==> src/terminal_mux_defines.vh <==
`ifndef TERMINAL_MUX_DEFINES_VH
`define TERMINAL_MUX_DEFINES_VH

// register word addresses on the plain register port
`define ADDR_SEL_STATUS_PIN 4'h0
`define ADDR_SEL_RELAY 4'h1
`define ADDR_SEL_OPEN_COLLECTOR 4'h2
`define ADDR_HOST_SET_OUTPUT 4'h3
`define ADDR_START_FREQ 4'h4
`define ADDR_MAINT_THRESHOLD 4'h5
`define ADDR_STATUS 4'h6

// function code ranges: 0..99 positive, 100..199 negative
`define CODE_NEG_BASE 8'h64
`define CODE_MAX 8'hC7

// function codes handled by the mux (positive form)
`define CODE_RUNNING 8'h00
`define CODE_FREQ_REACHED 8'h01
`define CODE_READY 8'h0B
`define CODE_PID_PAUSE 8'h46
`define CODE_PROT_STOP 8'h50
`define CODE_GUARD_OK 8'h51
`define CODE_WEAR 8'h5A
`define CODE_POWER_OFF 8'h5B
`define CODE_AVG_PULSE 8'h5D
`define CODE_MAINT_DUE 8'h5F
`define CODE_HOST_SET 8'h60
`define CODE_LIGHT_ALARM 8'h62
`define CODE_FAULT 8'h63

// positions in the internal source vector
`define SRC_RUNNING 0
`define SRC_FREQ_REACHED 1
`define SRC_READY 2
`define SRC_PID_PAUSE 3
`define SRC_PROT_STOP 4
`define SRC_GUARD_OK 5
`define SRC_WEAR 6
`define SRC_POWER_OFF 7
`define SRC_AVG_PULSE 8
`define SRC_MAINT_DUE 9
`define SRC_LIGHT_ALARM 10
`define SRC_FAULT 11
`define SRC_COUNT 12

// reset values of the selectors and settings
`define RST_SEL_STATUS_PIN 8'h00
`define RST_SEL_RELAY 8'h63
`define RST_SEL_OPEN_COLLECTOR 8'h01
`define RST_START_FREQ 16'h0000
`define RST_MAINT_THRESHOLD 16'hFFFF

// status register bit positions
`define STAT_READY 0
`define STAT_RUNNING 1
`define STAT_FAULT 2
`define STAT_MAINT_DUE 3
`define STAT_TERM_PIN 4
`define STAT_TERM_RELAY 5
`define STAT_TERM_OC 6
`define STAT_SEL_REJECT 7

`endif

==> src/output_terminal_function_mux.v <==
// The register offsets and the strobed register port were chosen for this implementation.
`timescale 1ns/10ps
`default_nettype none

`include "terminal_mux_defines.vh"

module output_terminal_function_mux #(
    parameter FREQ_W = 16,
    parameter COUNT_W = 16
) (
    // clock and reset
    input wire sys_clk,
    input wire arst_n,

    // register port
    input wire [3:0] reg_addr,
    input wire [15:0] reg_wdata,
    input wire reg_wr,
    input wire reg_rd,
    output reg [15:0] reg_rdata_q,

    // drive state
    input wire init_done,
    input wire start_cmd,
    input wire dc_brake_active,
    input wire output_stop_input,
    input wire [FREQ_W-1:0] output_freq,
    input wire ipf_coasting,
    input wire ipf_restarting,
    input wire power_low,

    // fault latch control
    input wire fault_event,
    input wire fault_reset,

    // status sources
    input wire freq_reached_in,
    input wire pid_pause_flag,
    input wire protective_stop_monitor,
    input wire internal_guard_fault,
    input wire processor_fault,
    input wire [3:0] life_warning,
    input wire power_off_fault,
    input wire current_average_pulse,
    input wire [COUNT_W-1:0] maint_timer_count,
    input wire fan_warning,
    input wire comm_warning,

    // terminals, 1 = conducting
    output reg term_status_pin_q,
    output reg term_relay_q,
    output reg term_open_collector_q,

    // status flags
    output wire drive_ready_flag,
    output wire motor_output_active,
    output wire fault_flag
);

    // selector check: in range, and the pulse train is barred on the relay
    function sel_ok;
        input [7:0] code;
        input is_relay;
        reg [7:0] base;
        begin
            // fold negative codes
            base = (code >= `CODE_NEG_BASE) ? (code - `CODE_NEG_BASE) : code;
            sel_ok = (code <= `CODE_MAX) && !(is_relay && (base == `CODE_AVG_PULSE));
        end
    endfunction

    // software settings
    reg [7:0] terminal_sel_status_pin_q;
    reg [7:0] terminal_sel_relay_q;
    reg [7:0] terminal_sel_open_collector_q;
    // remote bits: pin, relay, oc
    reg [2:0] host_set_output_q;
    reg [FREQ_W-1:0] start_frequency_threshold_q;
    reg [COUNT_W-1:0] maint_threshold_q;

    // refusal flag
    reg sel_reject_q;

    // internal state
    reg fault_flag_q;
    reg fault_flag_d;

    // derived conditions
    wire output_shutoff;
    wire ready_blocked;
    wire above_start;
    wire running_raw;
    wire drive_ready_d;
    wire motor_active_d;

    // source conditions
    wire internal_guard_ok;
    wire wear_alarm;
    wire maintenance_due;
    wire light_alarm_flag;

    // decoder nets
    wire [`SRC_COUNT-1:0] src_flags;
    wire term_status_pin_d;
    wire term_relay_d;
    wire term_open_collector_d;

    // bus decode helpers
    wire wr_pin;
    wire wr_relay;
    wire wr_oc;
    wire bad_write;

    // strobes decode at their edge
    assign wr_pin = reg_wr && (reg_addr == `ADDR_SEL_STATUS_PIN);
    assign wr_relay = reg_wr && (reg_addr == `ADDR_SEL_RELAY);
    assign wr_oc = reg_wr && (reg_addr == `ADDR_SEL_OPEN_COLLECTOR);

    // a refused selector write leaves the old code in place
    assign bad_write = (wr_pin && !sel_ok(reg_wdata[7:0], 1'b0))
        || (wr_relay && !sel_ok(reg_wdata[7:0], 1'b1))
        || (wr_oc && !sel_ok(reg_wdata[7:0], 1'b0));

    // selector and setting registers
    always @(posedge sys_clk or negedge arst_n) begin
        if (!arst_n) begin
            terminal_sel_status_pin_q <= `RST_SEL_STATUS_PIN;
            terminal_sel_relay_q <= `RST_SEL_RELAY;
            terminal_sel_open_collector_q <= `RST_SEL_OPEN_COLLECTOR;
            host_set_output_q <= 3'h0;
            start_frequency_threshold_q <= `RST_START_FREQ;
            maint_threshold_q <= `RST_MAINT_THRESHOLD;
        end else begin
            if (wr_pin && sel_ok(reg_wdata[7:0], 1'b0)) begin
                terminal_sel_status_pin_q <= reg_wdata[7:0];
            end

            if (wr_relay && sel_ok(reg_wdata[7:0], 1'b1)) begin
                terminal_sel_relay_q <= reg_wdata[7:0];
            end

            if (wr_oc && sel_ok(reg_wdata[7:0], 1'b0)) begin
                terminal_sel_open_collector_q <= reg_wdata[7:0];
            end

            // plain settings
            if (reg_wr && (reg_addr == `ADDR_HOST_SET_OUTPUT)) begin
                host_set_output_q <= reg_wdata[2:0];
            end

            if (reg_wr && (reg_addr == `ADDR_START_FREQ)) begin
                start_frequency_threshold_q <= reg_wdata[FREQ_W-1:0];
            end

            if (reg_wr && (reg_addr == `ADDR_MAINT_THRESHOLD)) begin
                maint_threshold_q <= reg_wdata[COUNT_W-1:0];
            end
        end
    end

    // sticky refusal flag; a new refusal beats a clear in the same cycle
    // bit 7 is write-one-to-clear
    always @(posedge sys_clk or negedge arst_n) begin
        if (!arst_n) begin
            sel_reject_q <= 1'b0;
        end else if (bad_write) begin
            sel_reject_q <= 1'b1;
        end else if (reg_wr && (reg_addr == `ADDR_STATUS)
                     && reg_wdata[`STAT_SEL_REJECT]) begin
            sel_reject_q <= 1'b0;
        end
    end

    // fault latch: set on a fault, cleared only by the fault reset
    always @* begin
        fault_flag_d = fault_flag_q;
        if (fault_event) begin
            fault_flag_d = 1'b1;
        end else if (fault_reset) begin
            fault_flag_d = 1'b0;
        end
    end

    // fault latch register
    always @(posedge sys_clk or negedge arst_n) begin
        if (!arst_n) begin
            fault_flag_q <= 1'b0;
        end else begin
            fault_flag_q <= fault_flag_d;
        end
    end

    // fault output
    assign fault_flag = fault_flag_q;

    // shutoff covers a latched fault, output stop and the safety stop
    assign output_shutoff = fault_flag_q || output_stop_input
        || protective_stop_monitor;

    // coasting with no start: not ready while supply is lost or low
    assign ready_blocked = ipf_coasting && !ipf_restarting
        && !start_cmd && power_low;

    // ready: set up, not shut off
    assign drive_ready_d = init_done && !output_shutoff
        && !ready_blocked;

    // running needs real output at or above the start threshold
    assign above_start = (output_freq != {FREQ_W{1'b0}})
        && (output_freq >= start_frequency_threshold_q);

    // restart after a dip counts as running even below threshold
    assign running_raw = ipf_restarting || (above_start && !ipf_coasting);

    // braking or shutoff stops running
    assign motor_active_d = running_raw && !dc_brake_active
        && !output_shutoff;

    // flags leave as levels
    assign drive_ready_flag = drive_ready_d;
    assign motor_output_active = motor_active_d;

    // plain status conditions from other units
    assign internal_guard_ok = !internal_guard_fault && !processor_fault;
    assign wear_alarm = |life_warning;
    assign light_alarm_flag = fan_warning || comm_warning;

    // count at or past threshold; a threshold of all ones means far off
    // unsigned compare
    assign maintenance_due = (maint_timer_count >= maint_threshold_q);

    // source vector shared by all three terminal decoders
    // order follows SRC_ positions
    assign src_flags[`SRC_RUNNING] = motor_active_d;
    assign src_flags[`SRC_FREQ_REACHED] = freq_reached_in;
    assign src_flags[`SRC_READY] = drive_ready_d;
    assign src_flags[`SRC_PID_PAUSE] = pid_pause_flag;
    assign src_flags[`SRC_PROT_STOP] = protective_stop_monitor;
    assign src_flags[`SRC_GUARD_OK] = internal_guard_ok;
    assign src_flags[`SRC_WEAR] = wear_alarm;
    assign src_flags[`SRC_POWER_OFF] = power_off_fault;
    assign src_flags[`SRC_AVG_PULSE] = current_average_pulse;
    assign src_flags[`SRC_MAINT_DUE] = maintenance_due;
    assign src_flags[`SRC_LIGHT_ALARM] = light_alarm_flag;
    assign src_flags[`SRC_FAULT] = fault_flag_q;

    // one decoder per terminal, so a code may be shared freely
    terminal_function_decode #(
        .SRC_W(`SRC_COUNT)
    ) u_dec_status_pin (
        .func_code(terminal_sel_status_pin_q),
        .src_flags(src_flags),
        .remote_bit(host_set_output_q[0]),
        .conduct(term_status_pin_d)
    );

    // relay: fast sources here wear the contact; sel_ok refuses the pulse train code, the rest is left to the host
    terminal_function_decode #(
        .SRC_W(`SRC_COUNT)
    ) u_dec_relay (
        .func_code(terminal_sel_relay_q),
        .src_flags(src_flags),
        .remote_bit(host_set_output_q[1]),
        .conduct(term_relay_d)
    );

    // open collector terminal
    terminal_function_decode #(
        .SRC_W(`SRC_COUNT)
    ) u_dec_open_collector (
        .func_code(terminal_sel_open_collector_q),
        .src_flags(src_flags),
        .remote_bit(host_set_output_q[2]),
        .conduct(term_open_collector_d)
    );

    // terminal drive registered; one cycle late but glitch free
    always @(posedge sys_clk or negedge arst_n) begin
        if (!arst_n) begin
            // all off while in reset
            term_status_pin_q <= 1'b0;
            term_relay_q <= 1'b0;
            term_open_collector_q <= 1'b0;
        end else begin
            term_status_pin_q <= term_status_pin_d;
            term_relay_q <= term_relay_d;
            term_open_collector_q <= term_open_collector_d;
        end
    end

    // status word seen by software
    wire [15:0] status_word;

    // upper byte reads as zero
    assign status_word = {8'h00, sel_reject_q, term_open_collector_q,
        term_relay_q, term_status_pin_q, maintenance_due,
        fault_flag_q, motor_active_d, drive_ready_d};

    // read data stands only in the cycle after the strobe
    always @(posedge sys_clk or negedge arst_n) begin
        if (!arst_n) begin
            reg_rdata_q <= 16'h0000;
        end else if (reg_rd) begin
            case (reg_addr)
                `ADDR_SEL_STATUS_PIN: reg_rdata_q <= {8'h00, terminal_sel_status_pin_q};
                `ADDR_SEL_RELAY: reg_rdata_q <= {8'h00, terminal_sel_relay_q};
                `ADDR_SEL_OPEN_COLLECTOR: reg_rdata_q <= {8'h00, terminal_sel_open_collector_q};
                `ADDR_HOST_SET_OUTPUT: reg_rdata_q <= {13'h0000, host_set_output_q};
                `ADDR_START_FREQ: reg_rdata_q <= start_frequency_threshold_q;
                `ADDR_MAINT_THRESHOLD: reg_rdata_q <= maint_threshold_q;
                `ADDR_STATUS: reg_rdata_q <= status_word;
                default: reg_rdata_q <= 16'h0000;
            endcase
        end else begin
            // idle: back to zero
            reg_rdata_q <= 16'h0000;
        end
    end

endmodule

`default_nettype wire

==> src/terminal_function_decode.v <==
`timescale 1ns/10ps
`default_nettype none

`include "terminal_mux_defines.vh"

module terminal_function_decode #(
    parameter SRC_W = `SRC_COUNT
) (
    input wire [7:0] func_code,
    input wire [SRC_W-1:0] src_flags,
    input wire remote_bit,
    output reg conduct
);

    // maps a positive-form code to {supported, source index}
    function [4:0] map_code;
        input [7:0] base;
        begin
            case (base)
                `CODE_RUNNING: map_code = {1'b1, 4'd`SRC_RUNNING};
                `CODE_FREQ_REACHED: map_code = {1'b1, 4'd`SRC_FREQ_REACHED};
                `CODE_READY: map_code = {1'b1, 4'd`SRC_READY};
                `CODE_PID_PAUSE: map_code = {1'b1, 4'd`SRC_PID_PAUSE};
                `CODE_PROT_STOP: map_code = {1'b1, 4'd`SRC_PROT_STOP};
                `CODE_GUARD_OK: map_code = {1'b1, 4'd`SRC_GUARD_OK};
                `CODE_WEAR: map_code = {1'b1, 4'd`SRC_WEAR};
                `CODE_POWER_OFF: map_code = {1'b1, 4'd`SRC_POWER_OFF};
                `CODE_AVG_PULSE: map_code = {1'b1, 4'd`SRC_AVG_PULSE};
                `CODE_MAINT_DUE: map_code = {1'b1, 4'd`SRC_MAINT_DUE};
                `CODE_LIGHT_ALARM: map_code = {1'b1, 4'd`SRC_LIGHT_ALARM};
                `CODE_FAULT: map_code = {1'b1, 4'd`SRC_FAULT};
                default: map_code = 5'h00;
            endcase
        end
    endfunction

    reg neg;
    reg [7:0] base;
    reg [4:0] hit;
    reg active;

    // polarity split, then source pick; each terminal decodes on its own
    always @* begin
        neg = (func_code >= `CODE_NEG_BASE) && (func_code <= `CODE_MAX);
        base = neg ? (func_code - `CODE_NEG_BASE) : func_code;
        hit = map_code(base);
        active = 1'b0;
        if (func_code > `CODE_MAX) begin
            conduct = 1'b0; // out of range: no function
        end else if (base == `CODE_HOST_SET) begin
            conduct = remote_bit ^ neg;
        end else if (hit[4]) begin
            active = src_flags[hit[3:0]];
            conduct = active ^ neg;
        end else begin
            conduct = 1'b0; // unsupported code stays off
        end
    end

endmodule

`default_nettype wire

==> config.mk <==
export PLATFORM = sky130hd
export DESIGN_NAME = output_terminal_function_mux
export DESIGN_NICKNAME = d
export VERILOG_FILES = /design/src/output_terminal_function_mux.v /design/src/terminal_function_decode.v
export VERILOG_INCLUDE_DIRS = /design/src
export SDC_FILE = /design/constraint.sdc
export NUM_CORES = 1
export LEC_CHECK = 0
export BUFFER_PORTS_ARGS = -buffer_cell sky130_fd_sc_hd__buf_2
export CORE_MARGIN = 2
export CORE_UTILIZATION = 30
export DETAILED_ROUTE_END_ITERATION = 10
export PLACE_DENSITY = 0.5
export SYNTH_ARGS = -nofsm -noshare
export SYNTH_HDL_FRONTEND = slang
export SYNTH_SLANG_ARGS = --single-unit
==> constraint.sdc <==
create_clock -name sys_clk -period 4.2 [get_ports sys_clk]
set_clock_uncertainty 0.2 [all_clocks]
set_input_delay 0.63 -clock sys_clk [delete_from_list [all_inputs] [get_ports sys_clk]]
set_output_delay 0.63 -clock sys_clk [all_outputs]
set_load 0.05 [all_outputs]
==> results.ini <==
[floorplan]
die_w_um = 151.8
die_y_um = 151.8
core_um2 = 21620
row_count = 54
io_pins = 100
initial_core_util_pct = 30.30
die_area_um2 = 23040

[detailed_routing]
vias_per_cell = 5.496
first_pass_iters = 7
num_vias = 6216
routedWlPerCell_um = 18.79
wl_met3_um = 1232
route.met2.wl_um = 9654
drt-total-wl_um = 21250
wl_met1_um = 9849
maxUsedRoutingLayer = met5
antenna_left = 0
drt_iter0_drc = 388
drc_errors = 0

[clock_tree]
h-tree-depth = 3
cts_made_buffers = 9
cts.path.max_buffers = 2
insertion_delay_ps = 350
post_cts_buffers = 0
root_buffer = clkbuf_16
cts_tree = built
path_clk_slew_ps = 70
cts.sinks = 80

[synth]
syn-num-nets = 873
yosysSeqAreaShare_pct = 30.96
synth_edf_count = 0
synth_top_cells_by_area = dfrtp_1, dfstp_2, ha_1, mux2_2, nand2_1
yosys.area.top_type_share_pct = 22.54
synth_cells = 755
ys_warn_count = 0
avgSynthCellArea_um2 = 8.677
yosysUniqueCellTypes = 87
ys.flop_type = dfrtp_1
syn_area_um2 = 6551
synth.largest_area_cell = dfrtp_1
synth_seq_cells = 80
async_flop_share_pct = 100.0

[layout]
fin_nets = 962
fillers = 2287
layout_common_cells = buf_2, nand2_1, dfrtp_1, inv_1, o21ai_0
design_area_um2 = 7657
mostFrequentLayoutCell = buf_2
syn_to_final_growth_pct = 16.88
drive_above_1_share_pct = 26.27

[power]
p_leak_nw = 3.337
power.switching_mw = 1.498
power_mw = 3.461
p_int_mw = 1.963
comb_power_share_pct = 42.7
seq_power_share_pct = 34.8
ir_drop_mv = 0.1766
switching_share_pct = 43.28
p_per_area_nw_per_um2 = 451.9
p_clk_share_pct = 22.5

[global_route]
grt_overflow_total = 0
track_usage_pct = 18.91
grt_pass1_wl_um = 33330
antenna_found_initial = 3
grt_pass1_vias = 5962
grt_max_degree = 66

[worst_setup_path]
critPathMostFrequentCell = mux2i_1
critPathBufInv = 1
rr_startpoint = terminal_sel_status_pin_q[2]
critPathSlowestCell = dfrtp_2
arrival_ps = 3910
worstSetupStartpointType = register
crit_family = compound AO/OA/AOI/OAI gates
r2r_cells = 13
cp-end-kind = register
r2r_slack_ps = 370
r2r-end = term_status_pin_q
worst-setup-path-type = reg -> reg
cp_cell_sequence = inv_1 > ha_1 > nand2b_1 > o211ai_2 > a21o_1 > mux2i_1 > o2111a_1 > a31oi_1 > and2_2 > mux2i_1 > o221ai_1 > or3_1 > nand4_1
crit_required_ps = 4280
path_max_fanout = 12
slowest_delay_ps = 470

[sta]
fin_setup_tns_ps = 0
hold_slack_ps = 211.4
fmax_ghz = 0.2614
fin_crit_ps = 3825
tightest_slew_ps = 896.4
setup_ws_ps = 374.5
hold_violations = 0
setup_viol_count_final = 0
fin_crit_sh_pct = 91.08
final_max_slew_viol_count = 0
rsz0062_at_grt = false
maxSlewHeadroom_pct = 40.24

[hold_path]
holdCritPathClass = in -> async

[job]
drv_cap = 0

[placed_design]
numPortBuffers = 99
dp_hpwl_um = 16300
dpl_worst_slack_ps = 289.0
placed_area_um2 = 7366
gp_congestion = 0.8723

[outcome]
status = completed

[power groups by stage]
stage / Sequential, mW / Clock, mW / Combinational, mW
after floorplan: 1.08 / 0 / 1.18
after global placement: 1.21 / 0 / 1.47
after detailed placement: 1.21 / 0 / 1.46
after CTS: 1.20 / 0.803 / 1.47
after global routing: 1.23 / 0.835 / 1.65
final: 1.20 / 0.779 / 1.48
[metrics by stage]
step	std cells	utilization, %
global placement	1113	34.07
CTS	1129	35.38
floorplan	755	-
global route	1129	35.39
finish	1131	35.42
detailed placement	1113	34.07
[worst max-delay path by stage]
| stage | to | slack (ps) | cells past startpoint | start |
|---|---|---|---|---|
| finish | term_status_pin_q | 370 | 13 | terminal_sel_status_pin_q[2] |
| floorplan | term_open_collector_q | 490 | 8 | ipf_restarting |
| detailed placement | term_status_pin_q | 290 | 13 | terminal_sel_status_pin_q[2] |
| CTS | term_status_pin_q | 280 | 13 | terminal_sel_status_pin_q[2] |
| global placement | term_status_pin_q | 370 | 13 | terminal_sel_status_pin_q[2] |
| global route | term_status_pin_q | 50 | 13 | terminal_sel_status_pin_q[2] |
[per-layer routing]
layer,vias up,global-route usage (%)
met5,-,0
met4,2,6.065
met3,30,3.084
met2,172,29.95
met1,3012,26.32
li1,3000,-
[area by class of cell]
type	count	area (um^2)	area share, %
antenna	2	5.005	0.06536
clock buffer	9	225.2	2.941
clock inverter	7	58.81	0.7680
inverter	52	195.2	2.549
multi-input combinational	580	4130	53.94
sequential	80	2029	26.50
tap	280	350.3	4.575
timing repair buffer	121	663.1	8.660
[worst register-to-register path: stages, from the launching register on]
cell	delay, ps
dfrtp_2	470
inv_1	170
ha_1	250
nand2b_1	170
o211ai_2	320
a21o_1	430
mux2i_1	170
o2111a_1	260
a31oi_1	250
and2_2	290
mux2i_1	190
o221ai_1	150
or3_1	360
nand4_1	90
[state kept, by name, indices dropped and copies added (netlist names)]
name	flops
start_frequency_threshold_q	16
host_set_output_q	3
maint_threshold_q	16
reg_rdata_q	16
terminal_sel_open_collector_q	8
terminal_sel_status_pin_q	8
fault_flag	1
sel_reject_q	1
term_status_pin_q	1
term_open_collector_q	1
terminal_sel_relay_q	8
term_relay_q	1
[cells in the mapped netlist (4+ instances only)]
library cell	number
nand2_1	72
dfrtp_1	59
inv_1	52
o21ai_0	51
nor2_1	50
ha_1	40
mux2_2	32
a21oi_1	30
clkbuf_1	29
a22oi_1	26
mux2i_1	25
nand3_1	23
dfstp_2	21
nor3_1	17
a31oi_1	15
nand2b_1	15
nor4_1	14
nand4_1	13
a21o_1	11
and3_1	9
o211ai_1	9
buf_2	7
xnor2_1	7
a211oi_1	5
nand3b_1	5
or3_1	5
a2111oi_0	4
a221oi_1	4
a22o_1	4
nor2b_1	4
o221ai_1	4
[cell families (layout without fill, tap and decap cells)]
group	Yosys count	in the layout	share of synthesized area, %
and+or+nand+nor	254	254	20.03
AOI/OAI and AO/OA	220	220	24.75
buffers and inverters	95	189	6.092
DFF	80	80	30.96
muxes	57	57	9.320
adders and majority gates	40	40	7.639
xor gates and xnor gates	9	9	1.203
other	0	2	0
[repair_timing]
action | 4_1_cts | 5_1_grt
hold buffers | 0 | 0
resized for setup | 0 | 2
setup endpoints to repair | 0 | 1
(Power assumes the default switching activity.)
